==> config.mk <==
export PLATFORM = sky130hd
export DESIGN_NAME = aec_ctrl
export DESIGN_NICKNAME = d
export VERILOG_FILES = /design/src/aec_pkg.sv /design/src/aec_edge_det.sv /design/src/aec_byte_counter.sv /design/src/aec_ctrl.sv
export SDC_FILE = /design/constraint.sdc
export NUM_CORES = 1
export LEC_CHECK = 0
export BUFFER_PORTS_ARGS = -buffer_cell sky130_fd_sc_hd__buf_4
export CORE_MARGIN = 5
export CORE_UTILIZATION = 50
export CTS_BUF_LIST = sky130_fd_sc_hd__clkbuf_16
export DETAILED_ROUTE_END_ITERATION = 12
export PLACE_DENSITY = 0.69
export SYNTH_ARGS = -nofsm -noshare
export SYNTH_HDL_FRONTEND = slang
export SYNTH_SLANG_ARGS = --single-unit
export TNS_END_PERCENT = 1
==> constraint.sdc <==
create_clock -name i_clk_sys -period 4.3 [get_ports i_clk_sys]
set_input_delay 0.215 -clock i_clk_sys [delete_from_list [all_inputs] [get_ports i_clk_sys]]
set_output_delay 0.215 -clock i_clk_sys [all_outputs]
set_load 0.01 [all_outputs]
==> src/aec_pkg.sv <==
// package: register map, field positions and codes of the event counter
// assumes an 8-bit register port with single-cycle strobes
package aec_pkg;
  localparam logic [2:0] ADDR_EDGE_SEL = 3'h0;
  localparam logic [2:0] ADDR_CLK_CTL = 3'h2;
  localparam logic [2:0] ADDR_CTL_STAT = 3'h3;
  localparam logic [2:0] ADDR_CNT_HIGH = 3'h4;
  localparam logic [2:0] ADDR_CNT_LOW = 3'h5;
  localparam logic [7:0] RESET_VAL = 8'h00;
  localparam int FLD_HIGH_EDGE = 6;
  localparam int FLD_LOW_EDGE = 4;
  localparam int FLD_GATE_EDGE = 2;
  localparam int BIT_PWM_EN = 1;
  localparam int FLD_HIGH_CLK = 6;
  localparam int FLD_LOW_CLK = 4;
  localparam int FLD_PWM_CLK = 1;
  localparam int BIT_OVF_HIGH = 7;
  localparam int BIT_OVF_LOW = 6;
  localparam int BIT_SPARE = 5;
  localparam int BIT_CHAN_MODE = 4;
  localparam int BIT_CNT_EN_HIGH = 3;
  localparam int BIT_CNT_EN_LOW = 2;
  localparam int BIT_RUN_HIGH = 1;
  localparam int BIT_RUN_LOW = 0;
  localparam int PRESCALE_W = 6;
  typedef enum logic [1:0] {
    EDGE_FALL = 2'b00,
    EDGE_RISE = 2'b01,
    EDGE_BOTH = 2'b10,
    EDGE_NONE = 2'b11
  } aec_edge_t;
  typedef enum logic [1:0] {
    SRC_PIN = 2'b00,
    SRC_DIV2 = 2'b01,
    SRC_DIV4 = 2'b10,
    SRC_DIV8 = 2'b11
  } aec_src_t;
  typedef struct packed {
    logic [2:0] addr;
    logic [7:0] wdata;
    logic wr;
    logic rd;
  } aec_bus_req_t;
  typedef struct packed {
    logic high_event_pin;
    logic low_event_pin;
    logic gate_interrupt_pin;
    logic pwm_gate_output;
  } aec_pins_t;
endpackage : aec_pkg

==> src/aec_edge_det.sv <==
// synchroniser and edge detector for one asynchronous pin
// assumes the pin may change at any time relative to the clock
`timescale 1ns/10ps
module aec_edge_det (
  input wire logic i_clk_sys,
  input wire logic i_resetn,
  input wire logic i_pin,
  input aec_pkg::aec_edge_t i_mode,
  output logic o_level,
  output logic o_event
);
  import aec_pkg::*;
  logic meta_q;
  logic sync_q;
  logic last_q;
  always_ff @(posedge i_clk_sys or negedge i_resetn) begin
    if (!i_resetn) begin
      meta_q <= 1'b0;
      sync_q <= 1'b0;
      last_q <= 1'b0;
    end else begin
      meta_q <= i_pin;
      sync_q <= meta_q;
      last_q <= sync_q;
    end
  end
  assign o_level = sync_q;
  // prohibited code senses nothing
  always_comb begin
    case (i_mode)
      EDGE_FALL: o_event = last_q & ~sync_q;
      EDGE_RISE: o_event = ~last_q & sync_q;
      EDGE_BOTH: o_event = last_q ^ sync_q;
      default: o_event = 1'b0;
    endcase
  end
endmodule : aec_edge_det

==> src/aec_byte_counter.sv <==
// one 8-bit up-counter with hold-at-zero, enable and wrap pulse
// assumes i_tick is a one-cycle pulse
`timescale 1ns/10ps
module aec_byte_counter #(
  parameter int WIDTH = 8
) (
  input wire logic i_clk_sys,
  input wire logic i_resetn,
  input wire logic i_run,
  input wire logic i_enable,
  input wire logic i_tick,
  output logic [WIDTH-1:0] o_count,
  output logic o_wrap
);
  import aec_pkg::*;
  initial begin
    if (WIDTH < 1) $error("aec_byte_counter: WIDTH must be positive");
  end
  logic [WIDTH-1:0] count_q;
  assign o_wrap = i_run & i_enable & i_tick & (&count_q);
  always_ff @(posedge i_clk_sys or negedge i_resetn) begin
    if (!i_resetn) begin
      count_q <= '0;
    end else if (!i_run) begin
      count_q <= '0;
    end else if (i_enable && i_tick) begin
      count_q <= count_q + 1'b1;
    end
  end
  assign o_count = count_q;
endmodule : aec_byte_counter

==> src/aec_ctrl.sv <==
// top of the event counter: registers, clock sources, gating, flags
// assumes pins asynchronous, register port synchronous to i_clk_sys
//
// Chosen here: the address map and the address-and-strobe port.
`timescale 1ns/10ps
// Notes on behaviour
// low pin edge select, 11 senses nothing
// gate pin edge select, 11 senses nothing
// pwm enable picks pwm gate over pin
// reserved bit 0 storable, reset zero
// high counter source: pin or prescaler
// low counter source: pin or prescaler
// pwm clock select, top bit coarse
// high overflow flag set on wrap
// 16-bit mode: high flag marks 16-bit wrap
// low overflow flag set on wrap
// flags clear by 0 after read 1
// control/status resets to all zero
// mode 0: low wrap clocks high counter
// mode 1: two independent 8-bit counters
// high enable gates high counter events
// low enable gates low counter events
// high reset control holds counter zero
// low reset control holds counter zero
// bit 5 plain storage bit
// clocks pass only while gate high
// wrap continues, raises shared request
// high pin edge select, 11 senses nothing
// pins synchronised and edge detected
module aec_ctrl #(
  parameter int CNT_W = 8
) (
  input wire logic i_clk_sys,
  input wire logic i_resetn,
  input aec_pkg::aec_bus_req_t i_bus,
  output logic [7:0] o_rdata,
  input aec_pkg::aec_pins_t i_pins,
  output logic o_gate_event,
  output logic o_pwm_clk_tick,
  output logic o_pwm_run,
  output logic o_overflow_req
);
  import aec_pkg::*;
  initial begin
    if (CNT_W != 8) $error("aec_ctrl: counters are 8 bits wide");
  end
  logic [7:0] edge_select_pwm_enable_q;
  logic [7:0] counter_clock_control_q;
  logic [5:0] ctl_q;
  logic ovf_high_q;
  logic ovf_low_q;
  logic seen_high_q;
  logic seen_low_q;
  logic [PRESCALE_W-1:0] pre_q;
  logic [PRESCALE_W-1:0] pre_d;
  logic [7:0] rdata_q;
  logic [7:0] cnt_high;
  logic [7:0] cnt_low;
  logic wrap_high;
  logic wrap_low;
  logic ev_high;
  logic ev_low;
  logic lvl_gate;
  logic lvl_pwm;
  logic gate_open;
  logic tick_high;
  logic tick_low;
  logic src_high;
  logic src_low;
  logic wr_stat;
  logic rd_stat;
  logic [5:0] div_pulse;

  wire aec_edge_t high_mode = aec_edge_t'(edge_select_pwm_enable_q[FLD_HIGH_EDGE +: 2]);
  wire aec_edge_t low_mode = aec_edge_t'(edge_select_pwm_enable_q[FLD_LOW_EDGE +: 2]);
  wire aec_edge_t gate_mode = aec_edge_t'(edge_select_pwm_enable_q[FLD_GATE_EDGE +: 2]);
  wire pwm_en = edge_select_pwm_enable_q[BIT_PWM_EN];
  wire chan_mode = ctl_q[BIT_CHAN_MODE];

  // synchronise and edge-detect pins
  // high pin edge choice
  aec_edge_det u_high (
    .i_clk_sys(i_clk_sys),
    .i_resetn(i_resetn),
    .i_pin(i_pins.high_event_pin),
    .i_mode(high_mode),
    .o_level(),
    .o_event(ev_high)
  );
  // low pin edge choice
  aec_edge_det u_low (
    .i_clk_sys(i_clk_sys),
    .i_resetn(i_resetn),
    .i_pin(i_pins.low_event_pin),
    .i_mode(low_mode),
    .o_level(),
    .o_event(ev_low)
  );
  // gate pin edge choice
  aec_edge_det u_gate (
    .i_clk_sys(i_clk_sys),
    .i_resetn(i_resetn),
    .i_pin(i_pins.gate_interrupt_pin),
    .i_mode(gate_mode),
    .o_level(lvl_gate),
    .o_event(o_gate_event)
  );
  aec_edge_det u_pwm (
    .i_clk_sys(i_clk_sys),
    .i_resetn(i_resetn),
    .i_pin(i_pins.pwm_gate_output),
    .i_mode(EDGE_NONE),
    .o_level(lvl_pwm),
    .o_event()
  );

  // free-running prescaler; divide-by-2^k pulse when low k bits all ones
  always_comb begin
    pre_d = pre_q + 1'b1;
  end
  always_ff @(posedge i_clk_sys or negedge i_resetn) begin
    if (!i_resetn) begin
      pre_q <= '0;
    end else begin
      pre_q <= pre_d;
    end
  end
  genvar g;
  generate
    for (g = 0; g < 6; g++) begin : g_div
      assign div_pulse[g] = &pre_q[g:0];
    end
  endgenerate

  // pwm clock: top bit picks 32 or 64
  always_comb begin
    if (counter_clock_control_q[FLD_PWM_CLK + 2]) begin
      o_pwm_clk_tick = counter_clock_control_q[FLD_PWM_CLK] ? div_pulse[5] : div_pulse[4];
    end else begin
      o_pwm_clk_tick = div_pulse[counter_clock_control_q[FLD_PWM_CLK +: 2]];
    end
  end

  // high source select
  always_comb begin
    case (aec_src_t'(counter_clock_control_q[FLD_HIGH_CLK +: 2]))
      SRC_PIN: src_high = ev_high;
      SRC_DIV2: src_high = div_pulse[0];
      SRC_DIV4: src_high = div_pulse[1];
      SRC_DIV8: src_high = div_pulse[2];
      default: src_high = 1'b0;
    endcase
  end
  // low source select
  always_comb begin
    case (aec_src_t'(counter_clock_control_q[FLD_LOW_CLK +: 2]))
      SRC_PIN: src_low = ev_low;
      SRC_DIV2: src_low = div_pulse[0];
      SRC_DIV4: src_low = div_pulse[1];
      SRC_DIV8: src_low = div_pulse[2];
      default: src_low = 1'b0;
    endcase
  end

  // pwm enable chooses gate source
  assign o_pwm_run = pwm_en;
  // gate level passes counter clocks
  assign gate_open = pwm_en ? lvl_pwm : lvl_gate;
  assign tick_low = gate_open & src_low;
  // high clock: low wrap or own source
  assign tick_high = chan_mode ? (gate_open & src_high) : wrap_low;

  // low counter
  aec_byte_counter #(.WIDTH(CNT_W)) u_cnt_low (
    .i_clk_sys(i_clk_sys),
    .i_resetn(i_resetn),
    .i_run(ctl_q[BIT_RUN_LOW]),
    .i_enable(ctl_q[BIT_CNT_EN_LOW]),
    .i_tick(tick_low),
    .o_count(cnt_low),
    .o_wrap(wrap_low)
  );
  // high counter
  aec_byte_counter #(.WIDTH(CNT_W)) u_cnt_high (
    .i_clk_sys(i_clk_sys),
    .i_resetn(i_resetn),
    .i_run(ctl_q[BIT_RUN_HIGH]),
    .i_enable(ctl_q[BIT_CNT_EN_HIGH]),
    .i_tick(tick_high),
    .o_count(cnt_high),
    .o_wrap(wrap_high)
  );

  assign wr_stat = i_bus.wr && (i_bus.addr == ADDR_CTL_STAT);
  assign rd_stat = i_bus.rd && (i_bus.addr == ADDR_CTL_STAT);

  // reserved bit 0 kept as storage
  always_ff @(posedge i_clk_sys or negedge i_resetn) begin
    if (!i_resetn) begin
      edge_select_pwm_enable_q <= RESET_VAL;
      counter_clock_control_q <= RESET_VAL;
    end else if (i_bus.wr) begin
      if (i_bus.addr == ADDR_EDGE_SEL) begin
        edge_select_pwm_enable_q <= i_bus.wdata;
      end
      if (i_bus.addr == ADDR_CLK_CTL) begin
        counter_clock_control_q <= i_bus.wdata;
      end
    end
  end

  // control bits, spare bit 5 stored
  always_ff @(posedge i_clk_sys or negedge i_resetn) begin
    if (!i_resetn) begin
      ctl_q <= RESET_VAL[5:0];
    end else if (wr_stat) begin
      ctl_q <= i_bus.wdata[5:0];
    end
  end

  // read-of-one arming for the clear
  always_ff @(posedge i_clk_sys or negedge i_resetn) begin
    if (!i_resetn) begin
      seen_high_q <= 1'b0;
      seen_low_q <= 1'b0;
    end else begin
      if (rd_stat) begin
        seen_high_q <= ovf_high_q;
        seen_low_q <= ovf_low_q;
      end else if (wr_stat) begin
        seen_high_q <= 1'b0;
        seen_low_q <= 1'b0;
      end
    end
  end

  // flags: wrap sets, armed 0 clears, set wins
  always_ff @(posedge i_clk_sys or negedge i_resetn) begin
    if (!i_resetn) begin
      ovf_high_q <= 1'b0;
      ovf_low_q <= 1'b0;
    end else begin
      if (wrap_high) begin
        ovf_high_q <= 1'b1;
      end else if (wr_stat && seen_high_q && !i_bus.wdata[BIT_OVF_HIGH]) begin
        ovf_high_q <= 1'b0;
      end
      if (wrap_low) begin
        ovf_low_q <= 1'b1;
      end else if (wr_stat && seen_low_q && !i_bus.wdata[BIT_OVF_LOW]) begin
        ovf_low_q <= 1'b0;
      end
    end
  end

  // shared request pulse on any wrap
  assign o_overflow_req = wrap_high | wrap_low;

  always_ff @(posedge i_clk_sys or negedge i_resetn) begin
    if (!i_resetn) begin
      rdata_q <= 8'h00;
    end else if (i_bus.rd) begin
      case (i_bus.addr)
        ADDR_EDGE_SEL: rdata_q <= edge_select_pwm_enable_q;
        ADDR_CLK_CTL: rdata_q <= counter_clock_control_q;
        ADDR_CTL_STAT: rdata_q <= {ovf_high_q, ovf_low_q, ctl_q};
        ADDR_CNT_HIGH: rdata_q <= cnt_high;
        ADDR_CNT_LOW: rdata_q <= cnt_low;
        default: rdata_q <= 8'h00;
      endcase
    end else begin
      rdata_q <= 8'h00;
    end
  end
  assign o_rdata = rdata_q;

  chk_high_wrap_flag: assert property (@(posedge i_clk_sys) disable iff (!i_resetn)
    wrap_high |=> ovf_high_q) else $error("high flag not set on wrap");
  chk_low_wrap_flag: assert property (@(posedge i_clk_sys) disable iff (!i_resetn)
    wrap_low |=> ovf_low_q && cnt_low == 8'h00) else $error("low wrap wrong");
  chk_flag_no_sw_set: assert property (@(posedge i_clk_sys) disable iff (!i_resetn)
    !ovf_low_q && !wrap_low |=> !ovf_low_q) else $error("low flag set by software");
  chk_high_held_zero: assert property (@(posedge i_clk_sys) disable iff (!i_resetn)
    !ctl_q[BIT_RUN_HIGH] |=> cnt_high == 8'h00) else $error("high not held");
  chk_low_held_zero: assert property (@(posedge i_clk_sys) disable iff (!i_resetn)
    !ctl_q[BIT_RUN_LOW] |=> cnt_low == 8'h00) else $error("low not held");
  chk_low_hold_dis: assert property (@(posedge i_clk_sys) disable iff (!i_resetn)
    ctl_q[BIT_RUN_LOW] && !ctl_q[BIT_CNT_EN_LOW] && !wr_stat |=> $stable(cnt_low))
    else $error("low moved while disabled");
  chk_high_hold_dis: assert property (@(posedge i_clk_sys) disable iff (!i_resetn)
    ctl_q[BIT_RUN_HIGH] && !ctl_q[BIT_CNT_EN_HIGH] && !wr_stat |=> $stable(cnt_high))
    else $error("high moved while disabled");
  chk_gate_closed: assert property (@(posedge i_clk_sys) disable iff (!i_resetn)
    !gate_open |-> !tick_low) else $error("tick passed closed gate");
  chk_cascade_16: assert property (@(posedge i_clk_sys) disable iff (!i_resetn)
    !chan_mode |-> tick_high == wrap_low) else $error("cascade broken");
  // carry really advances high byte
  chk_cascade_inc: assert property (@(posedge i_clk_sys) disable iff (!i_resetn)
    !chan_mode && wrap_low && ctl_q[BIT_RUN_HIGH] && ctl_q[BIT_CNT_EN_HIGH]
    |=> cnt_high == $past(cnt_high) + 8'h01) else $error("carry lost");
  // 16-bit wrap only from all ones
  chk_wrap_16_full: assert property (@(posedge i_clk_sys) disable iff (!i_resetn)
    !chan_mode && wrap_high |-> cnt_low == 8'hFF && cnt_high == 8'hFF)
    else $error("16-bit wrap early");
  // independent high needs its own gated tick
  chk_indep_gate: assert property (@(posedge i_clk_sys) disable iff (!i_resetn)
    chan_mode && !gate_open |-> !tick_high)
    else $error("high ticked with gate closed");
  // wrap returns to zero
  chk_high_wrap_zero: assert property (@(posedge i_clk_sys) disable iff (!i_resetn)
    wrap_high |=> cnt_high == 8'h00)
    else $error("high not zero after wrap");
  // every wrap raises the request
  chk_req_on_wrap: assert property (@(posedge i_clk_sys) disable iff (!i_resetn)
    wrap_low || wrap_high |-> o_overflow_req)
    else $error("request missing on wrap");
  // armed zero write clears the flag
  chk_flag_clear: assert property (@(posedge i_clk_sys) disable iff (!i_resetn)
    ovf_low_q && seen_low_q && wr_stat && !i_bus.wdata[BIT_OVF_LOW] && !wrap_low
    |=> !ovf_low_q) else $error("armed clear ignored");
  // unarmed flag cannot be cleared
  chk_flag_keep: assert property (@(posedge i_clk_sys) disable iff (!i_resetn)
    ovf_low_q && !seen_low_q |=> ovf_low_q)
    else $error("flag cleared without read");
  // software cannot set high flag
  chk_high_no_sw_set: assert property (@(posedge i_clk_sys) disable iff (!i_resetn)
    !ovf_high_q && !wrap_high |=> !ovf_high_q)
    else $error("high flag set without wrap");
  // pwm gate low blocks counting
  chk_pwm_gate_sel: assert property (@(posedge i_clk_sys) disable iff (!i_resetn)
    pwm_en && !lvl_pwm |-> !gate_open)
    else $error("pwm gate ignored");
  // spare bit stores what was written
  chk_spare_store: assert property (@(posedge i_clk_sys) disable iff (!i_resetn)
    wr_stat |=> ctl_q[BIT_SPARE] == $past(i_bus.wdata[BIT_SPARE]))
    else $error("spare bit not stored");
  // reserved bit 0 stores what was written
  chk_reserved_store: assert property (@(posedge i_clk_sys) disable iff (!i_resetn)
    i_bus.wr && i_bus.addr == ADDR_EDGE_SEL
    |=> edge_select_pwm_enable_q[0] == $past(i_bus.wdata[0])) else $error("bit 0 lost");
  // half-rate source never ticks twice running
  chk_div2_spacing: assert property (@(posedge i_clk_sys) disable iff (!i_resetn)
    counter_clock_control_q[FLD_LOW_CLK +: 2] == SRC_DIV2 && src_low && !i_bus.wr
    |=> !src_low) else $error("div2 ticked twice");
  // prohibited code senses nothing
  chk_high_edge_none: assert property (@(posedge i_clk_sys) disable iff (!i_resetn)
    high_mode == EDGE_NONE |-> !ev_high)
    else $error("high event on prohibited code");
  // enabled tick advances low counter
  chk_low_advance: assert property (@(posedge i_clk_sys) disable iff (!i_resetn)
    ctl_q[BIT_RUN_LOW] && ctl_q[BIT_CNT_EN_LOW] && tick_low && !wr_stat
    |=> cnt_low == $past(cnt_low) + 8'h01) else $error("low tick lost");
endmodule : aec_ctrl

# [Word level (Yosys, flattened, before mapping)]
# Index checks and enable logic that the tools add are counted.
# Widths: inputs -> output; s select.
[op_classes] addsub=3 n_lt_le_gt_ge=1 eq_ne=18 mux=24 bitwise=24 n_reduce_logical=28
[ops] cell="$mux 8" n=5
[ops] cell="$pmux 8 s5" n=1
[ops] cell="$add 8x1->8 const B" n=2
[ops] cell="$reduce_and 8->1" n=2
[ops] cell="$and 1x1->1" n=14
[ops] cell="$eq 2x2->1 const B" n=7
[ops] cell="$mux 1" n=12
[ops] cell="$eq 2x1->1 const B" n=5
[ops] cell="$logic_not 2->1" n=5
[ops] cell="$pmux 1 s3" n=3
[ops] cell="$logic_and 1x1->1" n=8
[ops] cell="$pmux 1 s4" n=2
[ops] cell="$add 6x1->6 const B" n=1
[ops] cell="$eq 3x2->1 const B" n=2
[ops] cell="$eq 3x3->1 const B" n=2
[ops] cell="$not 1->1" n=6
[ops] cell="$reduce_and 2->1" n=3
[ops] cell="$reduce_and 6->1" n=1
[ops] cell="$reduce_bool 2->1" n=3
[ops] cell="$reduce_and 5->1" n=1
[ops] cell="$lt 2x4->1 const B" n=1
[ops] cell="$ne 2x1->1 const B" n=2
[ops] cell="$reduce_and 4->1" n=1
[ops] cell="$logic_not 3->1" n=1
[ops] cell="other kinds (5)" n=8
[totals] reg_bits=67 in_bits=19 output_inout_bits=12 elab_cells=120

# [Longest topological paths before layout]
[logic_depth] ltp_word=11 mapped_depth=7 depth_no_buf=7

# [Cells and area by module]
# From an unflattened synthesis, not the netlist that was laid out.
[unflattened] cells_unflattened=268 hier_area_um2=3281.9
[by_module_without_submodules] mod="aec_ctrl" n_inst=1 cells_per_inst=142 area_per_inst_um2=1953.1 seq_area_each_um2=1001.0
[by_module_without_submodules] mod="aec_byte_counter" n_inst=2 cells_per_inst=43 area_per_inst_um2=404.1 seq_area_each_um2=200.2
[by_module_without_submodules] mod="aec_edge_det" n_inst=4 cells_per_inst=10 area_per_inst_um2=130.1 seq_area_each_um2=75.1

# [Worst setup path after synthesis]
# OpenSTA, ideal clock, no wires.
[synth_timing] path_kind="reg-to-output" start="reg pre_q[0]" end="out o_overflow_req" t_arrival_ns=2.112 setup_slack_ns=1.973 stages_incl_launch_ff=8 cell_sequence="dfrtp_1 > ha_1 > ha_1 > mux2i_1 > a2111oi_4 > and4_1 > o21ai_1 > o21ai_0"
[synth_via] elab_chain_cells=9 word_cells_on_any_way=12 classes_between="3 x mux; 7 x bitwise; 2 x reduce/logical"
[synth_lines] element="start: declaration" line_no="aec_ctrl.sv:54" text="logic [PRESCALE_W-1:0] pre_q;"
[synth_lines] element="start signal: assignment" line_no="aec_ctrl.sv:125" text="pre_q <= pre_d;"
[synth_lines] element="$reduce_and 3->1 or $reduce_and 2->1 (tied branches)" line_no="aec_ctrl.sv:131" text="assign div_pulse[g] = &pre_q[g:0];"
[synth_lines] element="$pmux 1 s4" line_no="aec_ctrl.sv:156" text="case (aec_src_t'(counter_clock_control_q[FLD_LOW_CLK +: 2]))"
[synth_lines] element="$and 1x1->1" line_no="aec_ctrl.sv:169" text="assign tick_low = gate_open & src_low;"
[synth_lines] element="$and 1x1->1 (2 in series)" line_no="aec_byte_counter.sv:20" text="assign o_wrap = i_run & i_enable & i_tick & (&count_q);"
[synth_lines] element="$mux 1" line_no="aec_ctrl.sv:171" text="assign tick_high = chan_mode ? (gate_open & src_high) : wrap_low;"
[synth_lines] element="$and 1x1->1 (2 in series)" line_no="aec_byte_counter.sv:20"
[synth_lines] element="$or 1x1->1 *" line_no="aec_ctrl.sv:257" text="assign o_overflow_req = wrap_high | wrap_low;"
[synth_lines] element="end: declaration" line_no="aec_ctrl.sv:41" text="output logic o_overflow_req"
# Every way passes the cells marked *; elsewhere a longest branch is shown, timed or not.

# [Worst setup path in the final report]
# Same ends and word-level chain as after synthesis.

==> impl_metrics.ini <==
[worst_setup_path]
worstPathCellList = ha_1, ha_1, mux2i_1, a2111oi_4, and4_1, o21ai_1, o21ai_0, buf_4
slowest_delay_ns = 0.64
critPathTopFamily = compound AO/OA/AOI/OAI gates
slowest_stage = a2111oi_4
crit_buf_inv = 1
cp-start-kind = flip-flop
crit_type = flip-flop to primary output
cp_max_fo = 8
worstSetupEndpointType = primary output
arrival_ns = 2.86
crit_required_ns = 4.09
crit_top_cell = ha_1

[logic_synthesis]
ys_ff_latch = 67
synth_async_sr_flop_share_pct = 100
postSynthNetCount = 320
yosys.cell_types.count = 41
synth-warning-count = 0
netlist_area_um2 = 3230
synth_flop_cell = dfrtp_1
syn-instance-count = 290
ys_seq_area_share_pct = 51.9
syn_area_per_cell_um2 = 11.1
synth-edff-count = 0

[global_routing]
grt_pass1_wl_mm = 12.1
grt_pass1_vias = 2401
grtUsageTotal_pct = 18.7
grt_max_degree = 68
gr-total-overflow = 0
antenna_found_initial = 0

[clocking]
clockRootBuffer = clkbuf_16
cts_max_level = 3
path_clk_slew_ns = 0.06
insertion_delay_ns = 0.33
clockBufferDepth = 2
cts_resized = 0
cts.sinks = 67
cts_inserted_buffers = 9
cts_tree = built

[drt]
drtAntennaViolNets = 0
route.vias.total = 2334
post_drt_wl_per_cell_um = 17.3
vias_per_cell = 5.67
drtIter0Drc = 203
first_pass_iters = 4
routed_wl_mm = 7.14
drc = 0

[sta]
max_slew_margin_pct = 43.2
timing.final.max_slew_violations = 0
hold_viol = 26
period_share_pct = 71.5
setup_ws_ns = 1.22
fmax_mhz = 325
setup_viol = 0
tightest_slew_ns = 0.849
skew_ns = 0.00588
rsz0062_at_grt = no
whs_ns = -0.0118
fin_crit_ns = 3.08
setup_tns_ns = 0

[min_path]
holdCritPathClass = input port to async pin

[cells_and_area]
design_area_um2 = 3880
drive_gt1_share_pct = 22.4
fin_nets = 360
layout_commonest_cell = dfrtp_1
post-route-util_pct = 61.4
most-common-layout-cells = dfrtp_1, buf_4, nand2_1, mux2_2, a21oi_1
antenna_cells = 0
area_delta_synth_final_pct = 20.2
layoutNonFillerInstCount = 412

[outcome]
violations = hold timing
outcome = finished with violations

[floorplanning]
die_w_um = 90.4
ios = 31
die_area_um2 = 8160
core_area_um2 = 6310
initial_core_util_pct = 51.1
die_h_um = 90.4
num_rows = 29

[power]
power_mw = 1.74
ir_drop_v = 0.000287
p_per_area_nw_per_um2 = 447
leakagePower_nw = 1.71

[placement]
place_ws_ns = 1.58
routabilityCongestion = 0.860
dp_cells = 392
port_buffers = 30
hpwl_mm = 5.03
placed_cell_area_um2 = 3540

[run]
maxCapViolations = 0
-- final timing paths --
check	startpoint	to	slack, ns	cells past startpoint
worst min register to register	u_low.meta_q	u_low.o_level	0.35	0
max in group asynchronous	i_resetn	u_cnt_low.o_count[0]	3.77	1
worst max register to register	pre_q[0]	u_cnt_high.o_count[5]	1.52	7
worst max-delay path	pre_q[0]	o_overflow_req	1.22	8
min in group i_clk_sys	i_bus[9]	edge_select_pwm_enable_q[7]	0.11	3
worst min-delay path	i_resetn	u_cnt_high.o_count[6]	-0.01	1
-- state kept, by name (all words and copies together), names as in the netlist --
register                  count
seen_high_q                   1
u_low.last_q                  1
u_cnt_high.o_count            8
u_pwm.meta_q                  1
u_gate.meta_q                 1
edge_select_pwm_enable_q      8
u_low.meta_q                  1
pre_q                         6
u_high.last_q                 1
ovf_high_q                    1
u_high.meta_q                 1
u_gate.o_level                1
u_gate.last_q                 1
ovf_low_q                     1
counter_clock_control_q       8
u_high.o_level                1
o_rdata                       8
seen_low_q                    1
u_low.o_level                 1
u_cnt_low.o_count             8
ctl_q                         6
u_pwm.o_level                 1
-- synthesized netlist by cell type (2+ instances only) --
library cell / n / area, um2
a21boi_1: 2 / 15.0
nand4_1: 3 / 18.8
nand3_1: 11 / 55.1
nand2b_1: 12 / 75.1
and2_1: 7 / 43.8
o21ai_0: 11 / 55.1
inv_1: 13 / 48.8
and3_1: 4 / 25.0
or3_1: 2 / 12.5
nor2_1: 16 / 60.1
nor3_1: 3 / 15.0
a22oi_1: 7 / 52.6
mux2i_1: 18 / 180
a211oi_1: 2 / 15.0
clkbuf_1: 6 / 22.5
dfrtp_1: 67 / 1680
o21ai_1: 3 / 15.0
ha_1: 11 / 138
a32o_1: 2 / 20.0
xnor2_1: 6 / 52.6
a21oi_1: 20 / 100
nor3b_1: 3 / 22.5
a21boi_0: 3 / 22.5
nand2_1: 21 / 78.8
mux2_2: 21 / 236
-- per-layer routing --
| layer | up-vias | track usage (%) | part of all wire [%] |
|---|---|---|---|
| li1 | 1119 | - | - |
| met1 | 1152 | 26.0 | 48 |
| met3 | 7 | 5.25 | 5.1 |
| met5 | - | 0 | 0 |
| met2 | 56 | 28.4 | 46 |
| met4 | 0 | 6.08 | 0.98 |
-- final cells by class --
class / count / area [um2]
Inverter: 13 / 48.8
Clock buffer: 9 / 225
Multi-Input combinational cell: 203 / 1480
Sequential cell: 67 / 1680
Tap cell: 77 / 96.3
Clock inverter: 7 / 75.1
Fill cell: 513 / 2430
Timing Repair Buffer: 36 / 280
-- what timing repair did --
item	in CTS	in global routing
buffers inserted	0	0
hold buffers	4	0
hold endpoints to repair	4	0
-- cells by family after synthesis --
group / after synthesis / share of synthesized area (%)
flip-flops: 67 / 51.9
adder cells (fa/ha/maj): 11 / 4.26
AND/OR/NAND/NOR: 87 / 14.0
multiplexers: 40 / 13.6
buffers and inverters: 20 / 2.33
AO/OA/AOI/OAI: 58 / 12.0
XOR/XNOR: 7 / 1.90
-- power by group --
part           leakage [nW]  switching, mW  total (mW)  internal, mW
clock network         0.138          0.284       0.735         0.451
logic                 0.732          0.103       0.219         0.116
registers             0.842         0.0819       0.780         0.699
-- worst reg2reg max path: cells and delay by family (launching register included) --
family          cells  cell delay (ns)
compound gates      3             1.45
mux                 2             0.31
fa+ha+maj           2             0.51
flops               1             0.42
Power figures use the tool's default switching activity.
